<file path="config.mk">
export PLATFORM = sky130hd
export DESIGN_NAME = lro_rx_output_formatter
export DESIGN_NICKNAME = d
export VERILOG_FILES = /design/src/verilog/lro_pkg.sv /design/src/verilog/lro_rx_output_formatter.sv
export SDC_FILE = /design/constraint.sdc
export NUM_CORES = 1
export LEC_CHECK = 0
export BUFFER_PORTS_ARGS = -buffer_cell sky130_fd_sc_hd__buf_4
export CAP_MARGIN = 30
export CELL_PAD_IN_SITES_DETAIL_PLACEMENT = 0
export CELL_PAD_IN_SITES_GLOBAL_PLACEMENT = 1
export CORE_MARGIN = 2
export CORE_UTILIZATION = 51
export DETAILED_ROUTE_END_ITERATION = 8
export GPL_TIMING_DRIVEN = 0
export HOLD_SLACK_MARGIN = 0.05
export PLACE_DENSITY = 0.76
export RECOVER_POWER = 100
export SLEW_MARGIN = 5
export SYNTH_ARGS = -nofsm -noshare
export SYNTH_HDL_FRONTEND = slang
export SYNTH_SLANG_ARGS = --single-unit
</file>
<file path="constraint.sdc">
create_clock -name clk -period 4.6 [get_ports clk]
set_input_delay 1.15 -clock clk [delete_from_list [all_inputs] [get_ports clk]]
set_output_delay 1.15 -clock clk [all_outputs]
set_load 0.01 [all_outputs]
</file>
<file path="src/verilog/lro_pkg.sv">
/*
 * lro_pkg: shared constants for the receive output formatter of one line channel.
 * Assumes a single 100 MHz system clock; the recovered line clock is rebuilt
 * from it by a divider that produces half-period enable pulses.
 */
package lro_pkg;

    // system clock
    localparam int CLK_FREQ_KHZ = 100000;

    // nominal recovered clock rates per line mode
    localparam int RATE_E3_KHZ   = 34368;
    localparam int RATE_DS3_KHZ  = 44736;
    localparam int RATE_STS1_KHZ = 51840;

    // half period of the recovered clock in system cycles: rounded down, at least one
    localparam int HALF_E3_RAW   = CLK_FREQ_KHZ / (2 * RATE_E3_KHZ);
    localparam int HALF_DS3_RAW  = CLK_FREQ_KHZ / (2 * RATE_DS3_KHZ);
    localparam int HALF_STS1_RAW = CLK_FREQ_KHZ / (2 * RATE_STS1_KHZ);
    localparam int HALF_E3_CYC   = (HALF_E3_RAW > 0) ? HALF_E3_RAW : 1;
    localparam int HALF_DS3_CYC  = (HALF_DS3_RAW > 0) ? HALF_DS3_RAW : 1;
    localparam int HALF_STS1_CYC = (HALF_STS1_RAW > 0) ? HALF_STS1_RAW : 1;
    localparam int HALF_CNT_W    = 8;

    // line mode select codes
    localparam logic [1:0] RATE_SEL_E3   = 2'h0;
    localparam logic [1:0] RATE_SEL_DS3  = 2'h1;
    localparam logic [1:0] RATE_SEL_STS1 = 2'h2;

    // receive output configuration register layout
    localparam int         CFG_W         = 5;
    localparam int         CFG_RSVD_BIT  = 0;
    localparam int         CFG_CLKINV_BIT = 1;
    localparam int         CFG_RXOFF_BIT = 2;
    localparam int         CFG_MUTE_BIT  = 3;
    localparam int         CFG_SINGLE_BIT = 4;
    localparam logic [4:0] CFG_RESET     = 5'h00;
    localparam logic [4:0] CFG_WR_MASK   = 5'h1e;

    // recovered symbol word: bit 0 positive pulse, bit 1 negative pulse, bit 2 binary
    localparam int SYM_W       = 3;
    localparam int SYM_POS_BIT = 0;
    localparam int SYM_NEG_BIT = 1;
    localparam int SYM_BIN_BIT = 2;
    localparam int FIFO_DEPTH  = 32;

    typedef enum logic {RX_OFF, RX_RUN} lro_rx_state_e;

endpackage

</file>
<file path="src/verilog/lro_rx_output_formatter.sv">
/*
 * lro_fifo and lro_rx_output_formatter: receive output stage of one line channel.
 * Recovered symbols arrive from the decoder with valid/ready, pass a small FIFO and
 * are launched to the terminal with a rebuilt recovered clock. Inputs are taken as
 * synchronous to clk; the host port writes the configuration word directly.
 */
//
// Summary of operation
// - deliver data and clock, dual or single rail
// - normal clock: data changes on rising edge
// - recovered clock: one-cycle half period in every mode
// - dual rail: positive pulse drives positive output
// - dual rail: negative pulse drives negative output
// - hardware pin high: launch on falling edge
// - host mode: config bit inverts channel clock
// - host mode: config bit selects single rail
// - single rail: binary stream on positive output
// - hardware pin selects rail format globally
// - single rail: negative output held at zero
// - hardware pin shuts receive section off
// - host mode: config bit shuts receiver off
// - config word holds four control bits and a reserved bit
// - mute on loss of signal zeroes both data outputs
`timescale 1ns/1ns

module lro_fifo
    import lro_pkg::*;
#(
    parameter int WIDTH = SYM_W,
    parameter int DEPTH = FIFO_DEPTH
)(
    // clock and reset
    input  wire logic             clk,
    input  wire logic             rst_n,
    input  wire logic             flush,
    // fill side
    input  wire logic             inValid,
    output logic                  inReady,
    input  wire logic [WIDTH-1:0] inData,
    // drain side
    output logic                  outValid,
    input  wire logic             outReady,
    output logic      [WIDTH-1:0] outData
);
    localparam int AW = $clog2(DEPTH);

    logic [WIDTH-1:0] mem [DEPTH];
    logic [AW-1:0]    wrPtr_q;
    logic [AW-1:0]    rdPtr_q;
    logic [AW:0]      count_q;
    logic             notFull_q;
    wire              doWr;
    wire              doRd;
    wire  [AW:0]      countD;

    // pointer moves and occupancy
    assign doWr   = inValid && notFull_q && !flush;
    assign doRd   = outReady && (count_q != '0) && !flush;
    assign countD = flush ? '0 : count_q + (AW+1)'(doWr) - (AW+1)'(doRd);
    assign inReady  = notFull_q;
    assign outValid = (count_q != '0);
    assign outData  = mem[rdPtr_q];

    // storage has no reset; only pointers define contents
    always_ff @(posedge clk)
    begin
        if (doWr)
            mem[wrPtr_q] <= inData;
    end

    always_ff @(posedge clk)
    begin
        if (!rst_n || flush)
        begin
            wrPtr_q   <= '0;
            rdPtr_q   <= '0;
            count_q   <= '0;
            notFull_q <= 1'b1;
        end
        else
        begin
            wrPtr_q   <= doWr ? AW'(wrPtr_q + 1'b1) : wrPtr_q;
            rdPtr_q   <= doRd ? AW'(rdPtr_q + 1'b1) : rdPtr_q;
            count_q   <= countD;
            notFull_q <= (countD != (AW+1)'(DEPTH));
        end
    end
endmodule

module lro_rx_output_formatter
    import lro_pkg::*;
#(
    parameter int DEPTH = FIFO_DEPTH
)(
    // clock and reset
    input  wire logic             clk,
    input  wire logic             rst_n,
    // mode and global hardware pins
    input  wire logic             hostMode,
    input  wire logic [1:0]       rateSel,
    input  wire logic             globalClockInvertPin,
    input  wire logic             railFormatPin,
    input  wire logic             receiverOffPin,
    input  wire logic             muteEnablePin,
    input  wire logic             signalLoss,
    // configuration register port
    input  wire logic             cfgWrEn,
    input  wire logic [CFG_W-1:0] cfgWrData,
    output logic      [CFG_W-1:0] cfgRdData,
    // recovered symbols from the decoder
    input  wire logic             symValid,
    output logic                  symReady,
    input  wire logic [SYM_W-1:0] symData,
    // terminal side
    output logic                  positiveDataOut,
    output logic                  negativeDataOut,
    output logic                  recoveredClockOut
);
    logic [CFG_W-1:0]      receiveOutputConfig_q;
    logic [CFG_W-1:0]      cfgRd_q;
    lro_rx_state_e         state_q;
    logic [HALF_CNT_W-1:0] halfCnt_q;
    logic                  phase_q;
    logic                  pos_q;
    logic                  neg_q;
    logic                  clkOut_q;
    wire                   clockInvert;
    wire                   singleRail;
    wire                   receiverShutdown;
    wire                   muteOnSignalLoss;
    wire                   muted;
    wire                   running;
    wire                   halfTick;
    wire                   launch;
    wire                   phaseD;
    wire [HALF_CNT_W-1:0]  halfLoad;
    wire                   fifoValid;
    wire [SYM_W-1:0]       fifoData;
    wire [SYM_W-1:0]       symNow;
    wire                   posD;
    wire                   negD;

    // host mode takes per-channel bits, hardware mode the global pins
    assign clockInvert      = hostMode ? receiveOutputConfig_q[CFG_CLKINV_BIT]
                                       : globalClockInvertPin;
    assign singleRail       = hostMode ? receiveOutputConfig_q[CFG_SINGLE_BIT]
                                       : railFormatPin;
    assign receiverShutdown = hostMode ? receiveOutputConfig_q[CFG_RXOFF_BIT]
                                       : receiverOffPin;
    assign muteOnSignalLoss = hostMode ? receiveOutputConfig_q[CFG_MUTE_BIT]
                                       : muteEnablePin;
    assign muted            = muteOnSignalLoss && signalLoss;
    assign running          = (state_q == RX_RUN);

    // half period reload per line mode; unknown codes fall back to the slowest rate
    assign halfLoad = (rateSel == RATE_SEL_DS3)  ? HALF_CNT_W'(HALF_DS3_CYC - 1)
                    : (rateSel == RATE_SEL_STS1) ? HALF_CNT_W'(HALF_STS1_CYC - 1)
                    : HALF_CNT_W'(HALF_E3_CYC - 1);
    assign halfTick = running && (halfCnt_q == '0);
    assign phaseD   = halfTick ? !phase_q : phase_q;
    // data is launched on the internal rising phase; inversion only flips the pin
    assign launch   = halfTick && !phase_q;

    // symbol launched now, zero when the decoder fell behind
    assign symNow = fifoValid ? fifoData : '0;
    assign posD   = singleRail ? symNow[SYM_BIN_BIT] : symNow[SYM_POS_BIT];
    assign negD   = symNow[SYM_NEG_BIT];

    assign cfgRdData         = cfgRd_q;
    assign positiveDataOut   = pos_q;
    assign negativeDataOut   = neg_q;
    assign recoveredClockOut = clkOut_q;

    // shutdown discards buffered symbols so a restart never replays stale data
    lro_fifo #(
        .WIDTH (SYM_W),
        .DEPTH (DEPTH)
    ) u_fifo (
        .clk      (clk),
        .rst_n    (rst_n),
        .flush    (!running),
        .inValid  (symValid),
        .inReady  (symReady),
        .inData   (symData),
        .outValid (fifoValid),
        .outReady (launch),
        .outData  (fifoData)
    );

    // configuration word; the reserved bit always reads zero
    always_ff @(posedge clk)
    begin
        if (!rst_n)
        begin
            receiveOutputConfig_q <= CFG_RESET;
            cfgRd_q               <= CFG_RESET;
        end
        else
        begin
            if (cfgWrEn)
                receiveOutputConfig_q <= cfgWrData & CFG_WR_MASK;
            cfgRd_q <= receiveOutputConfig_q;
        end
    end

    // receive section on/off
    always_ff @(posedge clk)
    begin
        if (!rst_n)
            state_q <= RX_OFF;
        else
            state_q <= receiverShutdown ? RX_OFF : RX_RUN;
    end

    // divider producing half-period ticks of the recovered clock
    always_ff @(posedge clk)
    begin
        if (!rst_n || !running)
        begin
            halfCnt_q <= '0;
            phase_q   <= 1'b0;
        end
        else
        begin
            halfCnt_q <= (halfCnt_q == '0) ? halfLoad : HALF_CNT_W'(halfCnt_q - 1'b1);
            phase_q   <= phaseD;
        end
    end

    // terminal pins; forced zeros act at once, not at the next launch
    always_ff @(posedge clk)
    begin
        if (!rst_n || !running)
        begin
            pos_q    <= 1'b0;
            neg_q    <= 1'b0;
            clkOut_q <= 1'b0;
        end
        else
        begin
            clkOut_q <= phaseD ^ clockInvert;
            if (muted)
                pos_q <= 1'b0;
            else if (launch)
                pos_q <= posD;
            if (muted || singleRail)
                neg_q <= 1'b0;
            else if (launch)
                neg_q <= negD;
        end
    end
endmodule

</file>
**Yosys cells after proc, flatten, opt, wreduce, memory -nomap -nowiden**

Memory sizes are Yosys's and may differ from the RTL's. A register that Yosys moved wholly into a read port is not among the register bits.
Index checks and enable logic that the tools add are counted.

- Register bits after elaboration: 38
- Memory bits (writable): 96
- Logic and storage cells: 50
- Memories: 1

Memories:

| name | words | bits a word | rd ports | clocked after memory_dff | wr ports | RTL line | RTL |
|---|---|---|---|---|---|---|---|
| u_fifo.mem | 32 | 3 | 1 | 1 | 1 | lro_rx_output_formatter.sv:47 | `logic [WIDTH-1:0] mem [DEPTH];` |

- Add/sub/neg operators: 5
- Equal/unequal tests: 1
- Muxes and demuxes: 13
- Bitwise logic cells: 1
- Reduce and logical (&&, ||, !) cells: 17

Operator list:

| kind | number |
|---|---|
| adder 5 x 1 -> 5 bit, second input constant | 2 |
| 2-to-1 mux 5 bit | 2 |
| 2-to-1 mux 1 bit | 9 |
| logical NOT 8 bit | 1 |
| subtractor 8 x 1 -> 8 bit, second input constant | 1 |
| logical AND 1 bit | 7 |
| adder 6 x 1 -> 6 bit | 1 |
| 2-to-1 mux 6 bit | 1 |
| inequality test 6 bit, second input constant | 1 |
| nonzero test 6 bit | 1 |
| OR reduction 2 bit | 3 |
| subtractor 6 x 1 -> 6 bit | 1 |
| logical NOT 1 bit | 3 |
| 2-to-1 mux 3 bit | 1 |
| logical OR 1 bit | 2 |
| XOR 1 bit | 1 |

**Depth between registers and ports, before layout**

Gate-level depths: netlist of the first run.

- Word-level depth: 8
- Depth in mapped cells: 15
- Mapped depth without buffers: 14

**By module**

A second synthesis of the first run with hierarchy kept.

- Cell total of the unflattened synthesis: 384
- Area, all modules: 5741.8 µm²

By module, submodules not included:

| module | times used | cells each | area each (µm²) | seq. area each (µm²) |
|---|---|---|---|---|
| lro_fifo | 1 | 294 | 4864.7 | 3323.2 |
| lro_rx_output_formatter | 1 | 90 | 877.1 | 420.4 |

**Worst setup path after synthesis of the first run**

OpenSTA, ideal clock, no wires.

- Path kind: register to register
- From: register halfCnt_q[5]
- To: register u_fifo.notFull_q, in the netlist u_fifo.inReady
- Arrival: 3236 ps
- Data required time: 4469 ps
- Path slack: 1233 ps
- Cell stages (with the launch flop): 16
- Clock period less this slack: 3367 ps
- Cell sequence: dfxtp_1 > or4_1 > nor2_1 > and4_1 > ha_1 > o31a_1 > clkbuf_1 > nand2_1 > or2_2 > ha_1 > a21o_1 > a21oi_1 > o21bai_1 > a21oi_1 > mux2i_1 > nand4_1

- Cells in the longest elaborated chain, start to end: 8

Ends and longest elaborated chain:

| element | RTL line | RTL |
|---|---|---|
| start, declared | lro_rx_output_formatter.sv:122 | `logic [HALF_CNT_W-1:0] halfCnt_q;` |
| start signal, assigned | lro_rx_output_formatter.sv:225 | `halfCnt_q <= (halfCnt_q == '0) ? halfLoad : HALF_CNT_W'(halfCnt_q - 1'b1);` |
| logical NOT 8 bit | lro_rx_output_formatter.sv:159 | `assign halfTick = running && (halfCnt_q == '0);` |
| logical AND 1 bit | lro_rx_output_formatter.sv:159 |  |
| logical AND 1 bit | lro_rx_output_formatter.sv:162 | `assign launch = halfTick && !phase_q;` |
| logical AND 1 bit (2 in a row) | lro_rx_output_formatter.sv:58 | `assign doRd = outReady && (count_q != '0) && !flush;` |
| subtractor 6 x 1 -> 6 bit | lro_rx_output_formatter.sv:59 | `assign countD = flush ? '0 : count_q + (AW+1)'(doWr) - (AW+1)'(doRd);` |
| 2-to-1 mux 6 bit | lro_rx_output_formatter.sv:59 |  |
| inequality test 6 bit | lro_rx_output_formatter.sv:85 | `notFull_q <= (countD != (AW+1)'(DEPTH));` |
| end signal, assigned | lro_rx_output_formatter.sv:85 |  |
| end, declared | lro_rx_output_formatter.sv:51 | `logic notFull_q;` |

No other way between the ends.
A chain may end at the register's enable or synchronous reset.

**Worst setup path after layout of the first run**

- From: register halfCnt_q[4]
- To: register u_fifo.notFull_q, in the netlist u_fifo.inReady

The elaborated chain is that of the path after synthesis.

==> metrics.cfg, run 1 <==
[outcome]
run_status=completed

[drt]
drt.antenna.violating_nets=0
detailedRoute.firstIterationViolations=332
drc_errors=0
routed_wire_length_per_instance_um=18.9
drt-pass1-iter-count=4
route.vias.total=3323
routed_via_density=5.44
finalWirelength_um=11600

[layout]
layout_common_cells=96 x sky130_fd_sc_hd__edfxtp_1, 66 x sky130_fd_sc_hd__nor2_1, 43 x sky130_fd_sc_hd__dfxtp_1, 27 x sky130_fd_sc_hd__clkbuf_1, 24 x sky130_fd_sc_hd__mux2i_1
antenna_cells=0
postLayoutCellArea_mm2=0.00677
layout.cells.most_common=sky130_fd_sc_hd__edfxtp_1
multiInputGateArea_mm2=0.00193
nNetsFinal=491
filler_cell_count=928
drive_above_1_share=0.145
area_taken_by_flip_flops_and_latches_mm2=0.00374
area.growth.synth_to_final_pct=15.8
layout.core_utilization=0.598

[pwr]
leakage_nw=2.32
power_per_cell_area_mw_per_mm2=419
vdd_ir_drop_max_v=0.000281

[global_routing]
grt_max_degree=33
met1_track_usage_gr=0.278
groute.layer.met3.usage=0.0558
first_global_vias=3466
grt_antenna_before_repair=0
globalRouteOverflowTotal=0
grt_first_pass_wirelength_um=18600
use_met2=0.310
grt_most_used_layer=met2
track_usage=0.204

[synth]
synth.yosys.warnings=0
muxShareOfSynthArea=0.127
synth.yosys.seq_area_share=0.641
synth_cells=414
synth_area_mm2=0.00584
synth.net_count=450
synth_ff_type=sky130_fd_sc_hd__edfxtp_1
synth-adder-area-share=0.0356
synth_compound_area_frac=0.0366
synth-edff-count=96
synth_cell_types=50
postSynth.asyncResetShare=0
synth_simple_gate_area_share=0.104
synthesis.area_per_instance_um2=14.1
synth-xor-area-share=0.0255
synth_top_family_by_area=multiplexers
ys_ff_latch=139

[worst_setup_path]
setup.worst_path.class=reg -> reg
critical_path_s_slowest_cell=sky130_fd_sc_hd__or4_1
cp_top_family=simple AND/OR/NAND/NOR gates
worstPathArrival_ps=4000
timing.critical_path.to_type=register
critical_path_buf_inv_count=1
timing.critical_path.required_ps=4890
crit_path_max_incr_delay_ps=530
crit_path_start_kind=register
timing.critical_path.cells=or4_1 -> nor2_1 -> and4_1 -> ha_1 -> o31a_1 -> clkbuf_1 -> nand2_1 -> or2_2 -> ha_1 -> a21o_1 -> a21oi_1 -> o21bai_1 -> a21oi_1 -> mux2i_1 -> nand4_1
crit_path_max_fanout=7

[cts]
cts.reportedPaths.clkPinSlew_ps=60
clock_buffers_created_by_tritoncts=17
ctsLongestPathBuffers=2
cts-root-buf=sky130_fd_sc_hd__clkbuf_16
total_of_hold_buffers_inserted_after_clock_tree_synthesis=0
cts_setup_buffers=0
maximum_level_of_the_cts_h_tree=4
cts_resized=0
worst_skew_pair.late_latency_ps=410
clock-sinks=139
clock_tree_from_tritoncts=built

[die]
die_x_um=111
placement_rows=39
die_area_mm2=0.0123
initial_utilization=0.516
core_area_mm2=0.0113
fp.dieH_um=111
ios=29

[timing]
period_share=0.808
clock.fmax_mhz=269
clock_period_minus_final_worst_setup_slack_ps=3720
worst_slew_margin_rel=0.0674
timing_hold_violations_final=0
setup_total_negative_slack_ps=0
unrepaired_setup_endpoints_after_global_routing=no
finalSetupViolations=0
worst_clock_skew_ps=6.27
slew_violations=0
tightest_slew_ps=1400

[placed_design]
port_buffers=22
gp_congestion=0.826
detailed_place_hpwl_um=7910
placed_cell_area_mm2=0.00619

[hold_path]
holdCritPathClass=reg -> reg

[run]
max_cap_violations=0

## power breakdown
group          switching [mW]  internal, mW
clock network           0.478         0.941
registers             0.00367          1.34
logic                  0.0432        0.0261
## cell families after synthesis
kind of cell | after synthesis
simple gates | 130
buf+inv | 34
fa+ha+maj | 16
xor+xnor | 17
mux | 46
flops | 139
compound gates | 31
other cells | 1
## metrics by stage
stage / std cells / power, mW / hold slack (ps) / setup slack (ps)
floorplan: 414 / 1.41 / 426 / 1230
global placement: 579 / 1.44 / 444 / 862
detailed placement: 579 / 1.45 / 447 / 863
CTS: 611 / 2.86 / 459 / 858
global route: 611 / 2.92 / 485 / 513
finish: 611 / 2.84 / 454 / 885
## worst paths after layout
| kind | start | end | slack [ps] | cells past startpoint |
|---|---|---|---|---|
| setup reg to reg | halfCnt_q[4]$_SDFF_PP0_ | u_fifo.inReady$_SDFF_PP1_ | 880 | 15 |
| hold reg to reg | halfCnt_q[0]$_SDFF_PP0_ | halfCnt_q[0]$_SDFF_PP0_ | 450 | 1 |
| hold / removal | halfCnt_q[0]$_SDFF_PP0_ | halfCnt_q[0]$_SDFF_PP0_ | 450 | 1 |
| setup / recovery | halfCnt_q[4]$_SDFF_PP0_ | u_fifo.inReady$_SDFF_PP1_ | 880 | 15 |
## routing by layer
metal / vias to the layer above / routed length [um]
li1: 1596 / -
met1: 1620 / 5140
met2: 94 / 5520
met3: 13 / 727
met4: 0 / 170
met5: - / 0
## flip-flops by register name, indices dropped and copies added (netlist names), named ones only
register,flops
u_fifo.wrPtr_q,5
positiveDataOut,1
receiveOutputConfig_q,4
cfgRdData,4
u_fifo.count_q,6
negativeDataOut,1
u_fifo.rdPtr_q,5
u_fifo.mem,96
u_fifo.inReady,1
recoveredClockOut,1
running,1
phase_q,1
halfCnt_q,8
## Yosys cell counts, types with 3 or more instances
master,instances,share of area
sky130_fd_sc_hd__nand3b_1,3,0.0039
sky130_fd_sc_hd__or2_2,3,0.0032
sky130_fd_sc_hd__xnor2_1,10,0.015
sky130_fd_sc_hd__nor2_1,66,0.042
sky130_fd_sc_hd__inv_1,13,0.0084
sky130_fd_sc_hd__clkbuf_1,10,0.0064
sky130_fd_sc_hd__mux4_1,7,0.031
sky130_fd_sc_hd__nand4_1,3,0.0032
sky130_fd_sc_hd__and2_1,6,0.0064
sky130_fd_sc_hd__nand2_1,17,0.011
sky130_fd_sc_hd__and3_1,4,0.0043
sky130_fd_sc_hd__nand3_1,8,0.0069
sky130_fd_sc_hd__nor2b_1,9,0.0096
sky130_fd_sc_hd__edfxtp_1,96,0.49
sky130_fd_sc_hd__a21oi_1,10,0.0086
sky130_fd_sc_hd__or3_1,3,0.0032
sky130_fd_sc_hd__mux4_2,13,0.050
sky130_fd_sc_hd__buf_2,5,0.0043
sky130_fd_sc_hd__dfxtp_1,43,0.15
sky130_fd_sc_hd__mux2i_1,24,0.041
sky130_fd_sc_hd__ha_1,15,0.032
sky130_fd_sc_hd__a22oi_1,4,0.0051
sky130_fd_sc_hd__o21ai_0,3,0.0026
sky130_fd_sc_hd__xor2_1,7,0.010
## cell type report
class,count,share of cell area
multi-input cells,241,0.285
clock buffers,26,0.0769
clock inverters,6,0.0157
inverters,13,0.00721
well taps,143,0.0264
flip-flops and latches,139,0.553
repair buffers,22,0.0178
plain buffers,21,0.0181
No activity file was read; power rests on OpenSTA's default activity.
==> inputs of run 2 (changes only) <==
CORE_UTILIZATION = 46   (was 51)
PLACE_DENSITY = 0.72   (was 0.76)
clock period = 3.4 ns   (was 4.6 ns; I/O delays follow)
==> run 2 against run 1 <==
- combinational power grew 39%
- core utilization shrank 5.5 points
- cell count grew 5.2%
- wire length shrank 0.77%
- die area grew 10%
- largest cell class unchanged
==> metrics.cfg, run 2 (same netlist as run 1, synthesis figures left out) <==
[timing]
unrepaired_setup_endpoints_after_global_routing=no
worst_slew_margin_rel=0.0909  ; +0.0235
worst_clock_skew_ps=8.43  ; +2.16 ps
clock_period_minus_final_worst_setup_slack_ps=3160  ; -555 ps
finalSetupViolations=0  ; unchanged
final_critical_path_setup_slack_ps=239  ; -645 ps
period_share=0.930  ; +0.122
tightest_slew_ps=1360  ; -35.3 ps
timing_hold_violations_final=0  ; unchanged
clock.fmax_mhz=316  ; +18%
slew_violations=0  ; unchanged
timing.hold.ws_ps=457  ; +2.38 ps

[placed_design]
placement.setup.worst_slack_ps=-489  ; -1350 ps
gp_congestion=0.778  ; -5.8%
detailed_place_hpwl_um=8000  ; +1.2%
port_buffers=22  ; unchanged

[die]
core_area_mm2=0.0125  ; +11%
die_x_um=117  ; +5.1%
ios=29  ; unchanged
die_area_mm2=0.0136  ; +10%
initial_utilization=0.467  ; -0.0493
placement_rows=41  ; +5.1%
fp.dieH_um=117  ; +5.1%

[cts]
worst_skew_pair.late_latency_ps=420  ; about the same
clock-sinks=139  ; unchanged
cts.reportedPaths.clkPinSlew_ps=60  ; about the same
ctsLongestPathBuffers=2  ; unchanged
clock_tree_from_tritoncts=built
cts-root-buf=sky130_fd_sc_hd__clkbuf_16
clock_buffers_created_by_tritoncts=17  ; unchanged
maximum_level_of_the_cts_h_tree=4  ; unchanged
total_of_hold_buffers_inserted_after_clock_tree_synthesis=0  ; unchanged

[drt]
routed_wire_length_per_instance_um=17.8  ; -5.7%
drc_errors=0  ; unchanged
routed_via_density=5.21  ; -4.2%
route.vias.total=3349  ; +0.78%
finalWirelength_um=11500  ; -0.77%
detailedRoute.firstIterationViolations=282  ; -15%
drt-pass1-iter-count=5  ; +1
drt.antenna.violating_nets=0  ; unchanged

[worst_setup_path]
reg2reg_slack_ps=240  ; -650 ps
worstPathArrival_ps=3450  ; -550 ps
setup.worst_path.class=reg -> reg
timing.critical_path.to_type=register
timing.critical_path.from=halfCnt_q[5]$_SDFF_PP0_
timing.critical_path.cells=or4_4 -> nor2_2 -> and4_1 -> ha_1 -> o31a_1 -> nand2_1 -> or2_4 -> ha_1 -> a21o_1 -> a21oi_2 -> o21bai_1 -> a21oi_2 -> mux2i_1 -> nand4_1
critical_path_s_slowest_cell=sky130_fd_sc_hd__or4_4
timing.rr.start=halfCnt_q[5]$_SDFF_PP0_
crit_path_max_fanout=2  ; -5
timing.critical_path.required_ps=3690  ; -1200 ps
worst_r2r_path_depth=14  ; -1
worst_r2r_endpoint=u_fifo.inReady$_SDFF_PP1_
crit_path_max_incr_delay_ps=540  ; about the same
crit_path_start_kind=register
cp_top_family=simple AND/OR/NAND/NOR gates
critical_path_depth=14  ; -1
critical_path_buf_inv_count=0  ; -1
capture_point_of_the_critical_path=u_fifo.inReady$_SDFF_PP1_

[pwr]
power_per_cell_area_mw_per_mm2=544  ; +30%
vdd_ir_drop_max_v=0.000318  ; +13%
leakage_nw=2.31  ; -0.26%

[global_routing]
track_usage=0.185  ; -0.0184
grt_antenna_before_repair=0  ; unchanged
grt_first_pass_wirelength_um=17800  ; -4.1%
grt_max_degree=33  ; unchanged
first_global_vias=3357  ; -3.1%
globalRouteOverflowTotal=0  ; unchanged

[outcome]
run_status=completed

[layout]
largest_reg_flops=96  ; unchanged
nNetsFinal=494  ; +0.61%
area.growth.synth_to_final_pct=16.2
drive_above_1_share=0.159  ; +0.0139
largest_register=u_fifo.mem
layout_common_cells=96 x sky130_fd_sc_hd__edfxtp_1, 65 x sky130_fd_sc_hd__nor2_1, 43 x sky130_fd_sc_hd__dfxtp_1, 27 x sky130_fd_sc_hd__clkbuf_1, 24 x sky130_fd_sc_hd__mux2i_1
antenna_cells=0  ; unchanged
layout.cells.most_common=sky130_fd_sc_hd__edfxtp_1
layout_top_registers=u_fifo.mem x96, halfCnt_q x8, u_fifo.count_q x6

[run]
max_cap_violations=0  ; unchanged

[hold_path]
holdCritPathClass=reg -> reg

run 2: changes by cell type in the layout (fill, tap and decap cells not counted), moves of 2 or more:
cell,delta
sky130_fd_sc_hd__a21oi_2,+2
sky130_fd_sc_hd__a21oi_1,-2
sky130_fd_sc_hd__buf_4,+3
sky130_fd_sc_hd__clkinv_2,+3
run 2: power by group:
| group | internal (mW) | switching [mW] |
|---|---|---|
| combinational | 0.0370 | 0.0591 |
| sequential | 1.82 | 0.00458 |
| clock | 1.13 | 0.642 |
run 2: metrics by stage:
| step | instances | TNS, ps | total power [mW] | utilization | instance area, um2 |
|---|---|---|---|---|---|
| after global placement | 608 | -959 | 1.95 | 0.497 | 6220 |
| after CTS | 642 | 0 | 3.73 | 0.545 | 6820 |
| after global routing | 643 | 0 | 3.81 | 0.542 | 6790 |
| after floorplan | 414 | 0 | 1.91 | - | 5840 |
| after detailed placement | 608 | -1150 | 1.96 | 0.497 | 6220 |
| final | 643 | 0 | 3.69 | 0.542 | 6790 |
run 2: layer usage:
layer | up-vias | GRT usage | wire length (um)
li1 | 1610 | - | -
met1 | 1652 | 0.241 | 5190
met2 | 71 | 0.291 | 5590
met3 | 16 | 0.0446 | 474
met4 | 0 | 0.0957 | 224
met5 | - | 0 | 0
run 2: worst min path at each step:
stage                                       start                 endpoint  slack, ps  depth (start not counted)
after floorplan           halfCnt_q[0]$_SDFF_PP0_  halfCnt_q[0]$_SDFF_PP0_        430                          1
after global placement    halfCnt_q[0]$_SDFF_PP0_  halfCnt_q[0]$_SDFF_PP0_        440                          1
after detailed placement  halfCnt_q[0]$_SDFF_PP0_  halfCnt_q[0]$_SDFF_PP0_        450                          1
after CTS                 halfCnt_q[0]$_SDFF_PP0_  halfCnt_q[0]$_SDFF_PP0_        460                          1
after global routing      halfCnt_q[0]$_SDFF_PP0_  halfCnt_q[0]$_SDFF_PP0_        480                          1
final                     halfCnt_q[0]$_SDFF_PP0_  halfCnt_q[0]$_SDFF_PP0_        460                          1
run 2: cell type report:
| class | instances | area [um2] |
|---|---|---|
| Buffer | 20 | 119 |
| Clock inverter | 8 | 91.3 |
| Sequential cell | 139 | 3740 |
| Clock buffer | 24 | 482 |
| Multi-Input combinational cell | 241 | 1940 |
| Fill cell | 1063 | 5730 |
| Timing Repair Buffer | 26 | 146 |
| Inverter | 13 | 48.8 |
| Tap cell | 172 | 215 |
run 2: repair_timing:
action                     4_1_cts  5_1_grt
buffers inserted                 3        1
gates resized for setup          3        3
pin swaps                        4        1
setup endpoints to repair        4        2
